### src/ptl_pkg.sv
// constants, register map and types shared by the positioning terminal logic
`default_nettype none
package ptl_pkg;
	localparam int CLK_PERIOD_NS = 10;
	localparam int MS_NS = 1000000;
	// one millisecond in clock cycles
	localparam int TICK_CYCLES = MS_NS / CLK_PERIOD_NS;
	localparam int TICK_W = 17;
	localparam int END_WAIT_MIN_MS = 500;
	localparam int HOLD_MS = 100;
	localparam int MS_W = 16;
	localparam int HOLD_W = 8;
	localparam int POS_W = 26;
	localparam int ADDR_W = 8;
	localparam logic signed [POS_W-1:0] POS_LIMIT = 26'sh098967F;
	localparam logic [ADDR_W-1:0] REG_CTRL = 8'h00;
	localparam logic [ADDR_W-1:0] REG_STATUS = 8'h04;
	localparam logic [ADDR_W-1:0] REG_MASK = 8'h08;
	localparam logic [ADDR_W-1:0] REG_START_DELAY = 8'h0C;
	localparam logic [ADDR_W-1:0] REG_END_WAIT = 8'h10;
	localparam logic [ADDR_W-1:0] REG_WINDOW = 8'h14;
	localparam logic [ADDR_W-1:0] REG_PRESET = 8'h18;
	localparam logic [ADDR_W-1:0] REG_TARGET = 8'h1C;
	localparam logic [ADDR_W-1:0] REG_START_POINT = 8'h20;
	localparam logic [ADDR_W-1:0] REG_POSITION = 8'h24;
	localparam logic [ADDR_W-1:0] REG_STATE = 8'h28;
	localparam int CTRL_EXCL_BIT = 0;
	localparam int ST_DONE_BIT = 0;
	localparam int ST_ALARM_BIT = 1;
	localparam int ST_OVF_BIT = 2;
	localparam int ST_PRESET_BIT = 3;
	localparam int ST_W = 4;
	localparam logic [MS_W-1:0] START_DELAY_RST = 16'h0000;
	localparam logic [MS_W-1:0] END_WAIT_RST = 16'h01F4;
	localparam logic [POS_W-1:0] WINDOW_RST = 26'h0000000;
	localparam logic [1:0] RESP_OKAY = 2'h0;
	localparam logic [1:0] RESP_SLVERR = 2'h2;
	typedef enum logic [2:0] {
		stIdle,
		stWaitRun,
		stStartDelay,
		stRunning,
		stEndWait,
		stResult
	} ptl_state_e;
endpackage : ptl_pkg
`default_nettype wire

### src/ptl_min_hold.sv
// stretches a status level so it stays on for a minimum number of milliseconds
`default_nettype none
module ptl_min_hold (
	input  wire logic ref_clk,
	input  wire logic reset_n,
	input  wire logic msTick,
	input  wire logic trigger,
	output logic      holdOut
);
	typedef struct packed {
		logic [ptl_pkg::HOLD_W-1:0] cnt;
		logic                       out;
	} ptl_hold_s;

	ptl_hold_s hold_r;
	ptl_hold_s hold_nxt;

	always_comb
	begin
		hold_nxt = hold_r;
		if (trigger)
			hold_nxt.cnt = ptl_pkg::HOLD_W'(ptl_pkg::HOLD_MS);
		else if (msTick && hold_r.cnt != '0)
			hold_nxt.cnt = hold_r.cnt - 1'b1;
		hold_nxt.out = trigger | (hold_r.cnt != '0);
	end

	always_ff @(posedge ref_clk or negedge reset_n)
	begin
		if (!reset_n)
			hold_r <= '0;
		else
			hold_r <= hold_nxt;
	end

	assign holdOut = hold_r.out;
endmodule : ptl_min_hold
`default_nettype wire

### src/ptl_axil_slave.sv
// axi4-lite slave front end: one write and one read in flight
`default_nettype none
module ptl_axil_slave (
	input  wire logic                        ref_clk,
	input  wire logic                        reset_n,
	input  wire logic [ptl_pkg::ADDR_W-1:0]  s_axi_awaddr,
	input  wire logic                        s_axi_awvalid,
	output logic                             s_axi_awready,
	input  wire logic [31:0]                 s_axi_wdata,
	input  wire logic [3:0]                  s_axi_wstrb,
	input  wire logic                        s_axi_wvalid,
	output logic                             s_axi_wready,
	output logic [1:0]                       s_axi_bresp,
	output logic                             s_axi_bvalid,
	input  wire logic                        s_axi_bready,
	input  wire logic [ptl_pkg::ADDR_W-1:0]  s_axi_araddr,
	input  wire logic                        s_axi_arvalid,
	output logic                             s_axi_arready,
	output logic [31:0]                      s_axi_rdata,
	output logic [1:0]                       s_axi_rresp,
	output logic                             s_axi_rvalid,
	input  wire logic                        s_axi_rready,
	output logic                             wrEn,
	output logic [ptl_pkg::ADDR_W-1:0]       wrAddr,
	output logic [31:0]                      wrData,
	output logic [3:0]                       wrStrb,
	input  wire logic                        wrErr,
	output logic                             rdEn,
	output logic [ptl_pkg::ADDR_W-1:0]       rdAddr,
	input  wire logic [31:0]                 rdData,
	input  wire logic                        rdErr
);
	typedef struct packed {
		logic                       awHeld;
		logic                       wHeld;
		logic [ptl_pkg::ADDR_W-1:0] awAddr;
		logic [31:0]                wData;
		logic [3:0]                 wStrb;
		logic                       bValid;
		logic [1:0]                 bResp;
		logic                       rValid;
		logic [1:0]                 rResp;
		logic [31:0]                rData;
	} ptl_axil_s;

	ptl_axil_s bus_r;
	ptl_axil_s bus_nxt;

	assign s_axi_awready = !bus_r.awHeld;
	assign s_axi_wready = !bus_r.wHeld;
	assign s_axi_arready = !bus_r.rValid;
	// fire only once the previous response has drained
	assign wrEn = bus_r.awHeld & bus_r.wHeld & !bus_r.bValid;
	assign wrAddr = bus_r.awAddr;
	assign wrData = bus_r.wData;
	assign wrStrb = bus_r.wStrb;
	assign rdEn = s_axi_arvalid & !bus_r.rValid;
	assign rdAddr = s_axi_araddr;

	always_comb
	begin
		bus_nxt = bus_r;
		if (s_axi_awvalid && !bus_r.awHeld)
		begin
			bus_nxt.awHeld = 1'b1;
			bus_nxt.awAddr = s_axi_awaddr;
		end
		if (s_axi_wvalid && !bus_r.wHeld)
		begin
			bus_nxt.wHeld = 1'b1;
			bus_nxt.wData = s_axi_wdata;
			bus_nxt.wStrb = s_axi_wstrb;
		end
		if (bus_r.bValid && s_axi_bready)
			bus_nxt.bValid = 1'b0;
		if (wrEn)
		begin
			bus_nxt.awHeld = 1'b0;
			bus_nxt.wHeld = 1'b0;
			bus_nxt.bValid = 1'b1;
			bus_nxt.bResp = wrErr ? ptl_pkg::RESP_SLVERR : ptl_pkg::RESP_OKAY;
		end
		if (bus_r.rValid && s_axi_rready)
			bus_nxt.rValid = 1'b0;
		if (rdEn)
		begin
			bus_nxt.rValid = 1'b1;
			bus_nxt.rData = rdErr ? 32'h00000000 : rdData;
			bus_nxt.rResp = rdErr ? ptl_pkg::RESP_SLVERR : ptl_pkg::RESP_OKAY;
		end
	end

	always_ff @(posedge ref_clk or negedge reset_n)
	begin
		if (!reset_n)
			bus_r <= '0;
		else
			bus_r <= bus_nxt;
	end

	assign s_axi_bvalid = bus_r.bValid;
	assign s_axi_bresp = bus_r.bResp;
	assign s_axi_rvalid = bus_r.rValid;
	assign s_axi_rresp = bus_r.rResp;
	assign s_axi_rdata = bus_r.rData;
endmodule : ptl_axil_slave
`default_nettype wire

### src/ptl_terminal.sv
// positioning terminal logic: position count, stop sequence and status outputs
//
// The implementer's own choices: the register offsets and the AXI4-Lite register port.
`default_nettype none
module ptl_terminal #(
	parameter int TICK_CYCLES = ptl_pkg::TICK_CYCLES
) (
	input  wire logic                        ref_clk,
	input  wire logic                        reset_n,
	input  wire logic                        positionEnable,
	input  wire logic                        limitSwitchArm,
	input  wire logic                        encoderIndex,
	input  wire logic                        encoderPulseInput,
	input  wire logic                        encoderReverse,
	input  wire logic                        serialPulse,
	input  wire logic                        serialCountMode,
	input  wire logic                        returnModeSelect,
	input  wire logic                        runCommand,
	input  wire logic                        motorStopped,
	output logic                             stopOverrunAlarm,
	output logic                             timerActiveOut,
	output logic                             positionDone,
	output logic                             positionCountOverflow,
	output logic                             driveRun,
	output logic                             moveReverse,
	output logic [ptl_pkg::POS_W-1:0]        moveTarget,
	output logic                             irq,
	input  wire logic [ptl_pkg::ADDR_W-1:0]  s_axi_awaddr,
	input  wire logic                        s_axi_awvalid,
	output logic                             s_axi_awready,
	input  wire logic [31:0]                 s_axi_wdata,
	input  wire logic [3:0]                  s_axi_wstrb,
	input  wire logic                        s_axi_wvalid,
	output logic                             s_axi_wready,
	output logic [1:0]                       s_axi_bresp,
	output logic                             s_axi_bvalid,
	input  wire logic                        s_axi_bready,
	input  wire logic [ptl_pkg::ADDR_W-1:0]  s_axi_araddr,
	input  wire logic                        s_axi_arvalid,
	output logic                             s_axi_arready,
	output logic [31:0]                      s_axi_rdata,
	output logic [1:0]                       s_axi_rresp,
	output logic                             s_axi_rvalid,
	input  wire logic                        s_axi_rready
);
	typedef struct packed {
		ptl_pkg::ptl_state_e                st;
		logic [ptl_pkg::TICK_W-1:0]         tick;
		logic                               msTick;
		logic [ptl_pkg::MS_W-1:0]           msCnt;
		logic                               armed;
		logic                               limPrev;
		logic                               idxPrev;
		logic                               encPrev;
		logic                               serPrev;
		logic                               modePrev;
		logic                               runPrev;
		logic                               outPrev;
		logic                               ovf;
		logic signed [ptl_pkg::POS_W-1:0]   pos;
		logic [ptl_pkg::POS_W-1:0]          target;
		logic [ptl_pkg::POS_W-1:0]          startPt;
		logic [ptl_pkg::POS_W-1:0]          preset;
		logic [ptl_pkg::POS_W-1:0]          window;
		logic [ptl_pkg::MS_W-1:0]           startDelay;
		logic [ptl_pkg::MS_W-1:0]           endWait;
		logic                               exclusive;
		logic [ptl_pkg::ST_W-1:0]           status;
		logic [ptl_pkg::ST_W-1:0]           mask;
		logic                               reverse;
		logic [ptl_pkg::POS_W-1:0]          moveTgt;
		logic                               done;
		logic                               alarm;
	} ptl_term_s;

	ptl_term_s t_r;
	ptl_term_s t_nxt;

	logic                       wrEn;
	logic [ptl_pkg::ADDR_W-1:0] wrAddr;
	logic [31:0]                wrData;
	logic [3:0]                 wrStrb;
	logic                       wrErr;
	logic                       rdEn;
	logic [ptl_pkg::ADDR_W-1:0] rdAddr;
	logic [31:0]                rdData;
	logic                       rdErr;

	ptl_axil_slave u_bus (
		.ref_clk       (ref_clk),
		.reset_n       (reset_n),
		.s_axi_awaddr  (s_axi_awaddr),
		.s_axi_awvalid (s_axi_awvalid),
		.s_axi_awready (s_axi_awready),
		.s_axi_wdata   (s_axi_wdata),
		.s_axi_wstrb   (s_axi_wstrb),
		.s_axi_wvalid  (s_axi_wvalid),
		.s_axi_wready  (s_axi_wready),
		.s_axi_bresp   (s_axi_bresp),
		.s_axi_bvalid  (s_axi_bvalid),
		.s_axi_bready  (s_axi_bready),
		.s_axi_araddr  (s_axi_araddr),
		.s_axi_arvalid (s_axi_arvalid),
		.s_axi_arready (s_axi_arready),
		.s_axi_rdata   (s_axi_rdata),
		.s_axi_rresp   (s_axi_rresp),
		.s_axi_rvalid  (s_axi_rvalid),
		.s_axi_rready  (s_axi_rready),
		.wrEn          (wrEn),
		.wrAddr        (wrAddr),
		.wrData        (wrData),
		.wrStrb        (wrStrb),
		.wrErr         (wrErr),
		.rdEn          (rdEn),
		.rdAddr        (rdAddr),
		.rdData        (rdData),
		.rdErr         (rdErr)
	);

	ptl_min_hold u_holdDone (
		.ref_clk (ref_clk),
		.reset_n (reset_n),
		.msTick  (t_r.msTick),
		.trigger (t_r.done),
		.holdOut (positionDone)
	);

	ptl_min_hold u_holdAlarm (
		.ref_clk (ref_clk),
		.reset_n (reset_n),
		.msTick  (t_r.msTick),
		.trigger (t_r.alarm),
		.holdOut (stopOverrunAlarm)
	);

	function automatic logic [31:0] ptl_merge(input logic [31:0] old, input logic [31:0] nw, input logic [3:0] be);
		logic [31:0] res;
		res = old;
		for (int i = 0; i < 4; i++)
			if (be[i])
				res[8*i +: 8] = nw[8*i +: 8];
		return res;
	endfunction : ptl_merge

	logic                              wrHit;
	logic                              rdHit;
	logic                              outNow;
	logic signed [ptl_pkg::POS_W-1:0]  dev;
	logic [ptl_pkg::POS_W-1:0]         absDev;
	logic [ptl_pkg::MS_W-1:0]          endLimit;
	logic                              runRise;
	logic                              idxRise;
	logic [ptl_pkg::ST_W-1:0]          events;

	always_comb
	begin
		unique case (wrAddr)
			ptl_pkg::REG_CTRL, ptl_pkg::REG_STATUS, ptl_pkg::REG_MASK, ptl_pkg::REG_START_DELAY,
			ptl_pkg::REG_END_WAIT, ptl_pkg::REG_WINDOW, ptl_pkg::REG_PRESET, ptl_pkg::REG_TARGET,
			ptl_pkg::REG_START_POINT: wrHit = 1'b1;
			default: wrHit = 1'b0;
		endcase
		rdHit = 1'b1;
		rdData = 32'h00000000;
		unique case (rdAddr)
			ptl_pkg::REG_CTRL: rdData[ptl_pkg::CTRL_EXCL_BIT] = t_r.exclusive;
			ptl_pkg::REG_STATUS: rdData[ptl_pkg::ST_W-1:0] = t_r.status;
			ptl_pkg::REG_MASK: rdData[ptl_pkg::ST_W-1:0] = t_r.mask;
			ptl_pkg::REG_START_DELAY: rdData[ptl_pkg::MS_W-1:0] = t_r.startDelay;
			ptl_pkg::REG_END_WAIT: rdData[ptl_pkg::MS_W-1:0] = t_r.endWait;
			ptl_pkg::REG_WINDOW: rdData[ptl_pkg::POS_W-1:0] = t_r.window;
			ptl_pkg::REG_PRESET: rdData = 32'(signed'(t_r.preset));
			ptl_pkg::REG_TARGET: rdData = 32'(signed'(t_r.target));
			ptl_pkg::REG_START_POINT: rdData = 32'(signed'(t_r.startPt));
			ptl_pkg::REG_POSITION: rdData = 32'(t_r.pos);
			ptl_pkg::REG_STATE: rdData[6:0] = {t_r.ovf, t_r.armed, t_r.reverse, 1'b0, t_r.st};
			default: rdHit = 1'b0;
		endcase
	end

	assign wrErr = !wrHit;
	assign rdErr = !rdHit;

	always_comb
	begin
		t_nxt = t_r;
		events = '0;
		runRise = runCommand & !t_r.runPrev;
		idxRise = encoderIndex & !t_r.idxPrev;
		dev = t_r.pos - signed'(t_r.target);
		absDev = dev[ptl_pkg::POS_W-1] ? ptl_pkg::POS_W'(-dev) : ptl_pkg::POS_W'(dev);
		// the end wait is never shorter than the floor
		endLimit = (t_r.endWait < ptl_pkg::MS_W'(ptl_pkg::END_WAIT_MIN_MS)) ?
			ptl_pkg::MS_W'(ptl_pkg::END_WAIT_MIN_MS) : t_r.endWait;
		t_nxt.limPrev = limitSwitchArm;
		t_nxt.idxPrev = encoderIndex;
		t_nxt.encPrev = encoderPulseInput;
		t_nxt.serPrev = serialPulse;
		t_nxt.modePrev = serialCountMode;
		t_nxt.runPrev = runCommand;
		t_nxt.msTick = 1'b0;
		if (t_r.tick == ptl_pkg::TICK_W'(TICK_CYCLES - 1))
		begin
			t_nxt.tick = '0;
			t_nxt.msTick = 1'b1;
		end
		else
			t_nxt.tick = t_r.tick + 1'b1;

		if (encoderPulseInput && !t_r.encPrev)
			t_nxt.pos = encoderReverse ? t_r.pos - 1'b1 : t_r.pos + 1'b1;
		// arm only, then preset on index
		if (limitSwitchArm && !t_r.limPrev)
			t_nxt.armed = 1'b1;
		if (t_r.armed && idxRise)
		begin
			t_nxt.armed = 1'b0;
			t_nxt.pos = signed'(t_r.preset);
			events[ptl_pkg::ST_PRESET_BIT] = 1'b1;
		end

		// overflow set on leaving, clear on return
		outNow = (t_r.pos > ptl_pkg::POS_LIMIT) || (t_r.pos < -ptl_pkg::POS_LIMIT);
		t_nxt.outPrev = outNow;
		if (!outNow)
			t_nxt.ovf = 1'b0;
		else if (!t_r.outPrev)
		begin
			t_nxt.ovf = 1'b1;
			events[ptl_pkg::ST_OVF_BIT] = 1'b1;
		end
		if (runRise && positionEnable)
			t_nxt.ovf = 1'b0;
		if (t_r.armed && idxRise)
			t_nxt.ovf = 1'b0;

		if (wrEn)
		begin
			unique case (wrAddr)
				ptl_pkg::REG_CTRL:
					t_nxt.exclusive = 1'(ptl_merge(32'(t_r.exclusive), wrData, wrStrb) >> ptl_pkg::CTRL_EXCL_BIT);
				ptl_pkg::REG_MASK: t_nxt.mask = ptl_pkg::ST_W'(ptl_merge(32'(t_r.mask), wrData, wrStrb));
				ptl_pkg::REG_START_DELAY:
					t_nxt.startDelay = ptl_pkg::MS_W'(ptl_merge(32'(t_r.startDelay), wrData, wrStrb));
				ptl_pkg::REG_END_WAIT:
					t_nxt.endWait = ptl_pkg::MS_W'(ptl_merge(32'(t_r.endWait), wrData, wrStrb));
				ptl_pkg::REG_WINDOW:
					t_nxt.window = ptl_pkg::POS_W'(ptl_merge(32'(t_r.window), wrData, wrStrb));
				ptl_pkg::REG_PRESET:
					t_nxt.preset = ptl_pkg::POS_W'(ptl_merge(32'(t_r.preset), wrData, wrStrb));
				ptl_pkg::REG_TARGET:
					t_nxt.target = ptl_pkg::POS_W'(ptl_merge(32'(t_r.target), wrData, wrStrb));
				ptl_pkg::REG_START_POINT:
					t_nxt.startPt = ptl_pkg::POS_W'(ptl_merge(32'(t_r.startPt), wrData, wrStrb));
				default: ;
			endcase
		end
		if (serialPulse && !t_r.serPrev && (t_r.exclusive || serialCountMode))
			t_nxt.target = t_r.target + 1'b1;
		// mode edge clears target, beats everything
		if (serialCountMode && !t_r.modePrev)
			t_nxt.target = '0;

		t_nxt.done = 1'b0;
		t_nxt.alarm = 1'b0;
		if (t_r.msTick)
			t_nxt.msCnt = t_r.msCnt + 1'b1;
		unique case (t_r.st)
			ptl_pkg::stIdle:
				if (positionEnable)
					t_nxt.st = ptl_pkg::stWaitRun;
			ptl_pkg::stWaitRun:
				if (runRise)
				begin
					t_nxt.reverse = returnModeSelect;
					t_nxt.moveTgt = returnModeSelect ? t_r.startPt : t_r.target;
					t_nxt.msCnt = '0;
					t_nxt.st = ptl_pkg::stStartDelay;
				end
			ptl_pkg::stStartDelay:
				if (t_r.msCnt >= t_r.startDelay)
					t_nxt.st = ptl_pkg::stRunning;
			ptl_pkg::stRunning:
				if (motorStopped)
				begin
					t_nxt.msCnt = '0;
					t_nxt.st = ptl_pkg::stEndWait;
				end
			ptl_pkg::stEndWait:
				if (t_r.msCnt >= endLimit)
				begin
					t_nxt.st = ptl_pkg::stResult;
					t_nxt.done = (absDev <= t_r.window);
					t_nxt.alarm = (absDev > t_r.window);
				end
			ptl_pkg::stResult:
			begin
				t_nxt.done = t_r.done;
				t_nxt.alarm = t_r.alarm;
			end
		endcase
		// run off aborts without a result
		if (t_r.st != ptl_pkg::stIdle && t_r.st != ptl_pkg::stWaitRun && !runCommand)
		begin
			t_nxt.st = ptl_pkg::stWaitRun;
			t_nxt.done = 1'b0;
			t_nxt.alarm = 1'b0;
		end
		if (!positionEnable)
		begin
			t_nxt.st = ptl_pkg::stIdle;
			t_nxt.done = 1'b0;
			t_nxt.alarm = 1'b0;
		end
		events[ptl_pkg::ST_DONE_BIT] = t_nxt.done & !t_r.done;
		events[ptl_pkg::ST_ALARM_BIT] = t_nxt.alarm & !t_r.alarm;
		// set wins over a write-one clear
		if (wrEn && wrAddr == ptl_pkg::REG_STATUS && wrStrb[0])
			t_nxt.status = t_r.status & ~wrData[ptl_pkg::ST_W-1:0];
		t_nxt.status = t_nxt.status | events;
	end

	always_ff @(posedge ref_clk or negedge reset_n)
	begin
		if (!reset_n)
		begin
			t_r <= '0;
			t_r.startDelay <= ptl_pkg::START_DELAY_RST;
			t_r.endWait <= ptl_pkg::END_WAIT_RST;
			t_r.window <= ptl_pkg::WINDOW_RST;
		end
		else
			t_r <= t_nxt;
	end

	// timer window covers delay to end wait
	assign timerActiveOut = (t_r.st == ptl_pkg::stStartDelay) || (t_r.st == ptl_pkg::stRunning) ||
		(t_r.st == ptl_pkg::stEndWait);
	assign driveRun = (t_r.st == ptl_pkg::stRunning) || (t_r.st == ptl_pkg::stEndWait);
	assign positionCountOverflow = t_r.ovf;
	assign moveReverse = t_r.reverse;
	assign moveTarget = t_r.moveTgt;
	assign irq = |(t_r.status & t_r.mask);
endmodule : ptl_terminal
`default_nettype wire

### config.mk
export PLATFORM = sky130hd
export DESIGN_NAME = ptl_terminal
export DESIGN_NICKNAME = d
export VERILOG_FILES = /design/src/ptl_pkg.sv /design/src/ptl_min_hold.sv /design/src/ptl_axil_slave.sv /design/src/ptl_terminal.sv
export SDC_FILE = /design/constraint.sdc
export NUM_CORES = 1
export LEC_CHECK = 0
export ABC_AREA = 1
export BUFFER_PORTS_ARGS = -buffer_cell sky130_fd_sc_hd__clkbuf_2
export CORE_MARGIN = 3
export CORE_UTILIZATION = 62
export DETAILED_ROUTE_END_ITERATION = 10
export PLACE_DENSITY = 0.81
export SKIP_CTS_REPAIR_TIMING = 1
export SYNTH_ARGS = -nofsm -noshare
export SYNTH_HDL_FRONTEND = slang
export SYNTH_HIERARCHICAL = 1
export SYNTH_SLANG_ARGS = --single-unit
### constraint.sdc
create_clock -name ref_clk -period 4.2 [get_ports ref_clk]
set_input_delay 0 -clock ref_clk [delete_from_list [all_inputs] [get_ports ref_clk]]
set_output_delay 0 -clock ref_clk [all_outputs]
set_load 0.01 [all_outputs]
[Word-level counts from Yosys, hierarchy flattened]
Index checks and enable logic that the tools add are counted.
Cells by class
  add/subtract/negate cells: 9
  multipliers: 0
  div/mod/pow operators: 0
  $lt $le $gt $ge: 7
  equality and inequality tests: 31
  shift-type cells: 0
  multiplexer cells: 86
  bitwise logic cells: 13
  reductions and logical operators: 82
Operators with widths (count)
  $mux 26: 11
  $mux 8: 20
  $mux 137: 1
  $mux 16: 6
  $reduce_and 3->1: 22
  $eq 8x5->1 const B: 8
  $pmux 9 s7: 1
  $add 26x1->26 const B: 2
  $pmux 10 s5: 1
  $mux 35: 1
  $eq 8x4->1 const B: 4
  $eq 8x6->1 const B: 4
  $ge 16x16->1: 2
  $mux 32: 1
  $pmux 16 s2: 1
  $pmux 3 s10: 1
  $gt 26x25->1 const B: 1
  $gt 26x26->1: 1
  $le 26x26->1: 1
  $lt 26x25->1 const B: 1
  $neg 26->26: 1
  $sub 26x1->26 const B: 1
  $sub 26x26->26: 1
  $pmux 3 s8: 1
  other kinds (40): 134
Storage, ports and cells
  register bits: 342
  latch bits: 0
  RAM bits: 0
  ROM bits: 0
  input bits: 69
  output and inout port bits: 74
  logic and storage cells: 283
  memories: 0

[Depth between registers and ports, before layout]
  depth after elaboration: 10
  depth in mapped cells: 34

[By module]
The synthesis kept the hierarchy.
By module, submodules not included
  ptl_terminal: instances 1, cells each 2473, area an instance 17635.7 um^2, sequential area each 6163.4 um^2
  ptl_axil_slave: instances 1, cells each 507, area an instance 4171.5 um^2, sequential area each 2052.0 um^2
  ptl_min_hold: instances 2, cells each 70, area an instance 566.8 um^2, sequential area each 225.2 um^2

[Worst setup path after synthesis]
Ideal clock, no wire load.
  path type: register -> register
  start point: reg t_r[174] (netlist name)
  end point: reg t_r[33] (netlist name)
  setup time: 0.121 ns
  data arrival time: 3.607 ns
  data required time: 4.079 ns
  setup slack: 0.472 ns
  cell stages (with the launch flop): 29
  path buffers: 0
  clock period less this slack: 3.728 ns
  cell sequence: dfrtp_1 inv_1 ha_1 fa_1 ha_1 inv_1 nor2_1 nand3_1 nor2_1 nand2_1 nor2_2 nand2_2 nor2_2 nand2_1 nand2_2 nand3_1 nand2_1 nand2_1 ha_1 nand4_1 nor2_1 nor4b_1 nand2_1 nand3_1 nand2_1 nand2_1 o21ai_0 nand3_1 nand2_1
RTL lines
  start, declared: RTL line ptl_terminal.sv:76  | ptl_term_s t_r;
  start signal, assigned: RTL line ptl_terminal.sv:333  | t_r <= t_nxt;

==> results.json <==
{
  "status": "finished with violations",
  "violations": "hold timing",
  "p_int_uw": 10700,
  "ys_warn_count": 6,
  "syn_inst": 3090,
  "crit_slowest_cell": "fa_2",
  "die_h_um": 197,
  "grt_pass1_vias": 21000,
  "sw_frac_of_total_pct": 48.1,
  "ioPinCount": 143,
  "finalHoldViolCount": 1,
  "grt_pass1_wl_mm": 116,
  "arrival_ns": 4.56,
  "num-fill-cells": 2849,
  "post-route-drc-count": 0,
  "crit_top_cell": "nand2_1",
  "cts_tree": "done",
  "global_route.usage.total_pct": 38.6,
  "htreeDepth": 2,
  "syn2layout_area_growth_pct": 14.5,
  "drtPass1Iterations": 8,
  "multi_input_area_sq_um": 11600,
  "switching_power_uw": 9920,
  "power.density_nw_per_um2": 794,
  "finalNetCount": 3477,
  "period_minus_slack_ns": 4.09,
  "grt.overflow.total": 0,
  "drv_slew": 0,
  "rows": 69,
  "vdd_drop_max_uv": 551,
  "crit_path_start_kind": "flop",
  "endpoint_kind": "flop",
  "antenna_found_initial": 1,
  "cts_buffers": 38,
  "initial_core_util_pct": 63.3,
  "numPortBuffers": 134,
  "coreArea_sq_um": 35800,
  "syn_area_sq_um": 22700,
  "rsz0062_at_grt": "true",
  "dieArea_sq_um": 38900,
  "via_per_inst": 6.04,
  "cap_violations": 0,
  "relSlewSlack_pct": 11.6,
  "required_ns": 4.66,
  "comb_power_share_pct": 60.0,
  "vias": 22800,
  "clkPwrFrac_pct": 16.0,
  "dp_hpwl_mm": 59.8,
  "worst_pin_slew_ns": 1.32,
  "diodes": 0,
  "worstHoldStart": "positionEnable",
  "crit_type": "flop to flop",
  "min_path_type": "input pin to flop",
  "setup_violations": 0,
  "holdWs_ns": -0.0488,
  "fin_cells": 3779,
  "clkTransAtPathRegs_ns": 0.06,
  "max_freq_ghz": 0.244,
  "cp_max_fo": 3,
  "cts-root-buf": "clkbuf_16",
  "drt_iter0_markers": 2900,
  "r2r_start": "t_r[148]$_DFFE_PN0P_",
  "postRouteAntennaNets": 0,
  "critPathMaxStageDelay_ns": 0.58,
  "syn_avg_cell_area_sq_um": 7.34,
  "fin_crit_sh_pct": 97.4,
  "drt-total-wl_mm": 78.7,
  "wl_per_cell_um": 20.8,
  "power_leakage_uw": 0.0128,
  "skew_ns": 0.0193,
  "clkLatencyLatePin_ns": 0.58,
  "critPathLaunch": "t_r[148]$_DFFE_PN0P_",
  "die_w_um": 197,
  "seq_power_share_pct": 24.0,
  "grt_max_degree": 92,
  "layout-drive-gt1-share_pct": 14.8,
  "clockBufferDepth": 3,
  "cts_sinks": 340,
  "totalPowerFinal_uw": 20600,
  "seq_area_sq_um": 8520,
  "dp.cells": 3647,
  "place_congestion": 1.01
}
power by group through the flow:
stage / Combinational, uW / Sequential, uW / Clock, uW
after floorplan: 8030 / 4550 / 0
after global placement: 11100 / 4880 / 0
after detailed placement: 11400 / 4910 / 0
after CTS: 11500 / 4860 / 3300
after global routing: 13600 / 5000 / 3440
final: 12400 / 4950 / 3290
routing by layer:
| layer | up-vias | part of all wire (%) | GRT usage, % |
|---|---|---|---|
| met5 | - | 0.017 | 0 |
| met4 | 2 | 4.0 | 13.0 |
| met3 | 230 | 12 | 9.74 |
| met2 | 1408 | 43 | 58.0 |
| met1 | 10800 | 41 | 54.8 |
| li1 | 10400 | - | - |
per-stage QoR:
stage	util, %	hold WS (ns)	cell area [sq um]	setup TNS, ns	setup slack (ns)
final	72.5	-0.0488	26000	0	0.108
after global routing	72.5	0.0213	26000	-0.445	-0.134
after CTS	69.8	-0.538	25000	-0.559	-0.155
after detailed placement	66.5	0.0629	23800	-0.470	-0.142
after global placement	66.5	0.0495	23800	-0.504	-0.152
after floorplan	-	-0.296	22700	0	0.472
registers in the layout (all words and copies together) (netlist names):
register / flops
u_bus/s_axi_rdata: 32
positionCountOverflow: 1
u_bus/s_axi_bvalid: 1
u_bus/bus_r: 2
t_r: 218
u_holdAlarm/holdOut: 1
u_holdDone/hold_r: 8
u_holdDone/holdOut: 1
u_bus/s_axi_bresp: 1
moveReverse: 1
u_bus/s_axi_rvalid: 1
u_bus/s_axi_rresp: 1
moveTarget: 26
u_bus/wrAddr: 8
u_holdAlarm/hold_r: 8
u_bus/wrStrb: 4
u_bus/wrData: 26
critical path: cells and delay by family (launching register included):
family | cells | cell delay [ns]
and+or+nand+nor | 21 | 2.05
adders and majority gates | 3 | 1.04
DFF | 1 | 0.41
buffers and inverters | 3 | 0.27
AOI/OAI and AO/OA | 2 | 0.17
worst paths after layout:
path	to	slack, ns	depth (start not counted)
max	t_r[33]$_DFF_PN0_	0.11	29
min	t_r[243]$_DFFE_PN0P_	-0.05	5
max reg2reg	t_r[33]$_DFF_PN0_	0.11	29
min reg2reg	u_bus/s_axi_rdata[27]$_DFFE_PN0P_	0.48	2
max in group asynchronous	u_holdDone/hold_r[2]$_DFFE_PN0P_	3.03	3
min in group asynchronous	t_r[237]$_DFF_PN0_	0.05	2
layout by cell type, fill, tap and decap left out, types with 13 or more instances in the layout:
| master | n |
|---|---|
| clkbuf_1 | 13 |
| dfrtp_1 | 334 |
| nand3_2 | 18 |
| nand2_1 | 804 |
| inv_1 | 401 |
| clkbuf_16 | 39 |
| inv_2 | 23 |
| clkbuf_2 | 133 |
| o211ai_1 | 14 |
| nor2_1 | 246 |
| o22ai_1 | 36 |
| o221ai_1 | 26 |
| a21oi_1 | 120 |
| nand3_1 | 147 |
| nor3_1 | 47 |
| nand2_2 | 26 |
| nor2_2 | 17 |
| nand4_1 | 42 |
| o21ai_0 | 222 |
| a221oi_1 | 31 |
| buf_4 | 148 |
| dlygate4sd3_1 | 61 |
| ha_1 | 102 |
| a31oi_1 | 36 |
| xor2_1 | 45 |
| xnor2_1 | 15 |
area by class of cell:
| type | count | share of cell area [%] |
|---|---|---|
| multi-input combinational | 2137 | 44.7 |
| sequential | 340 | 32.8 |
| timing repair buffer | 346 | 9.45 |
| inverter | 430 | 6.24 |
| clock buffer | 57 | 4.21 |
| tap | 461 | 2.22 |
| clock inverter | 8 | 0.333 |
Note: power is estimated with default switching activity, not from simulation.
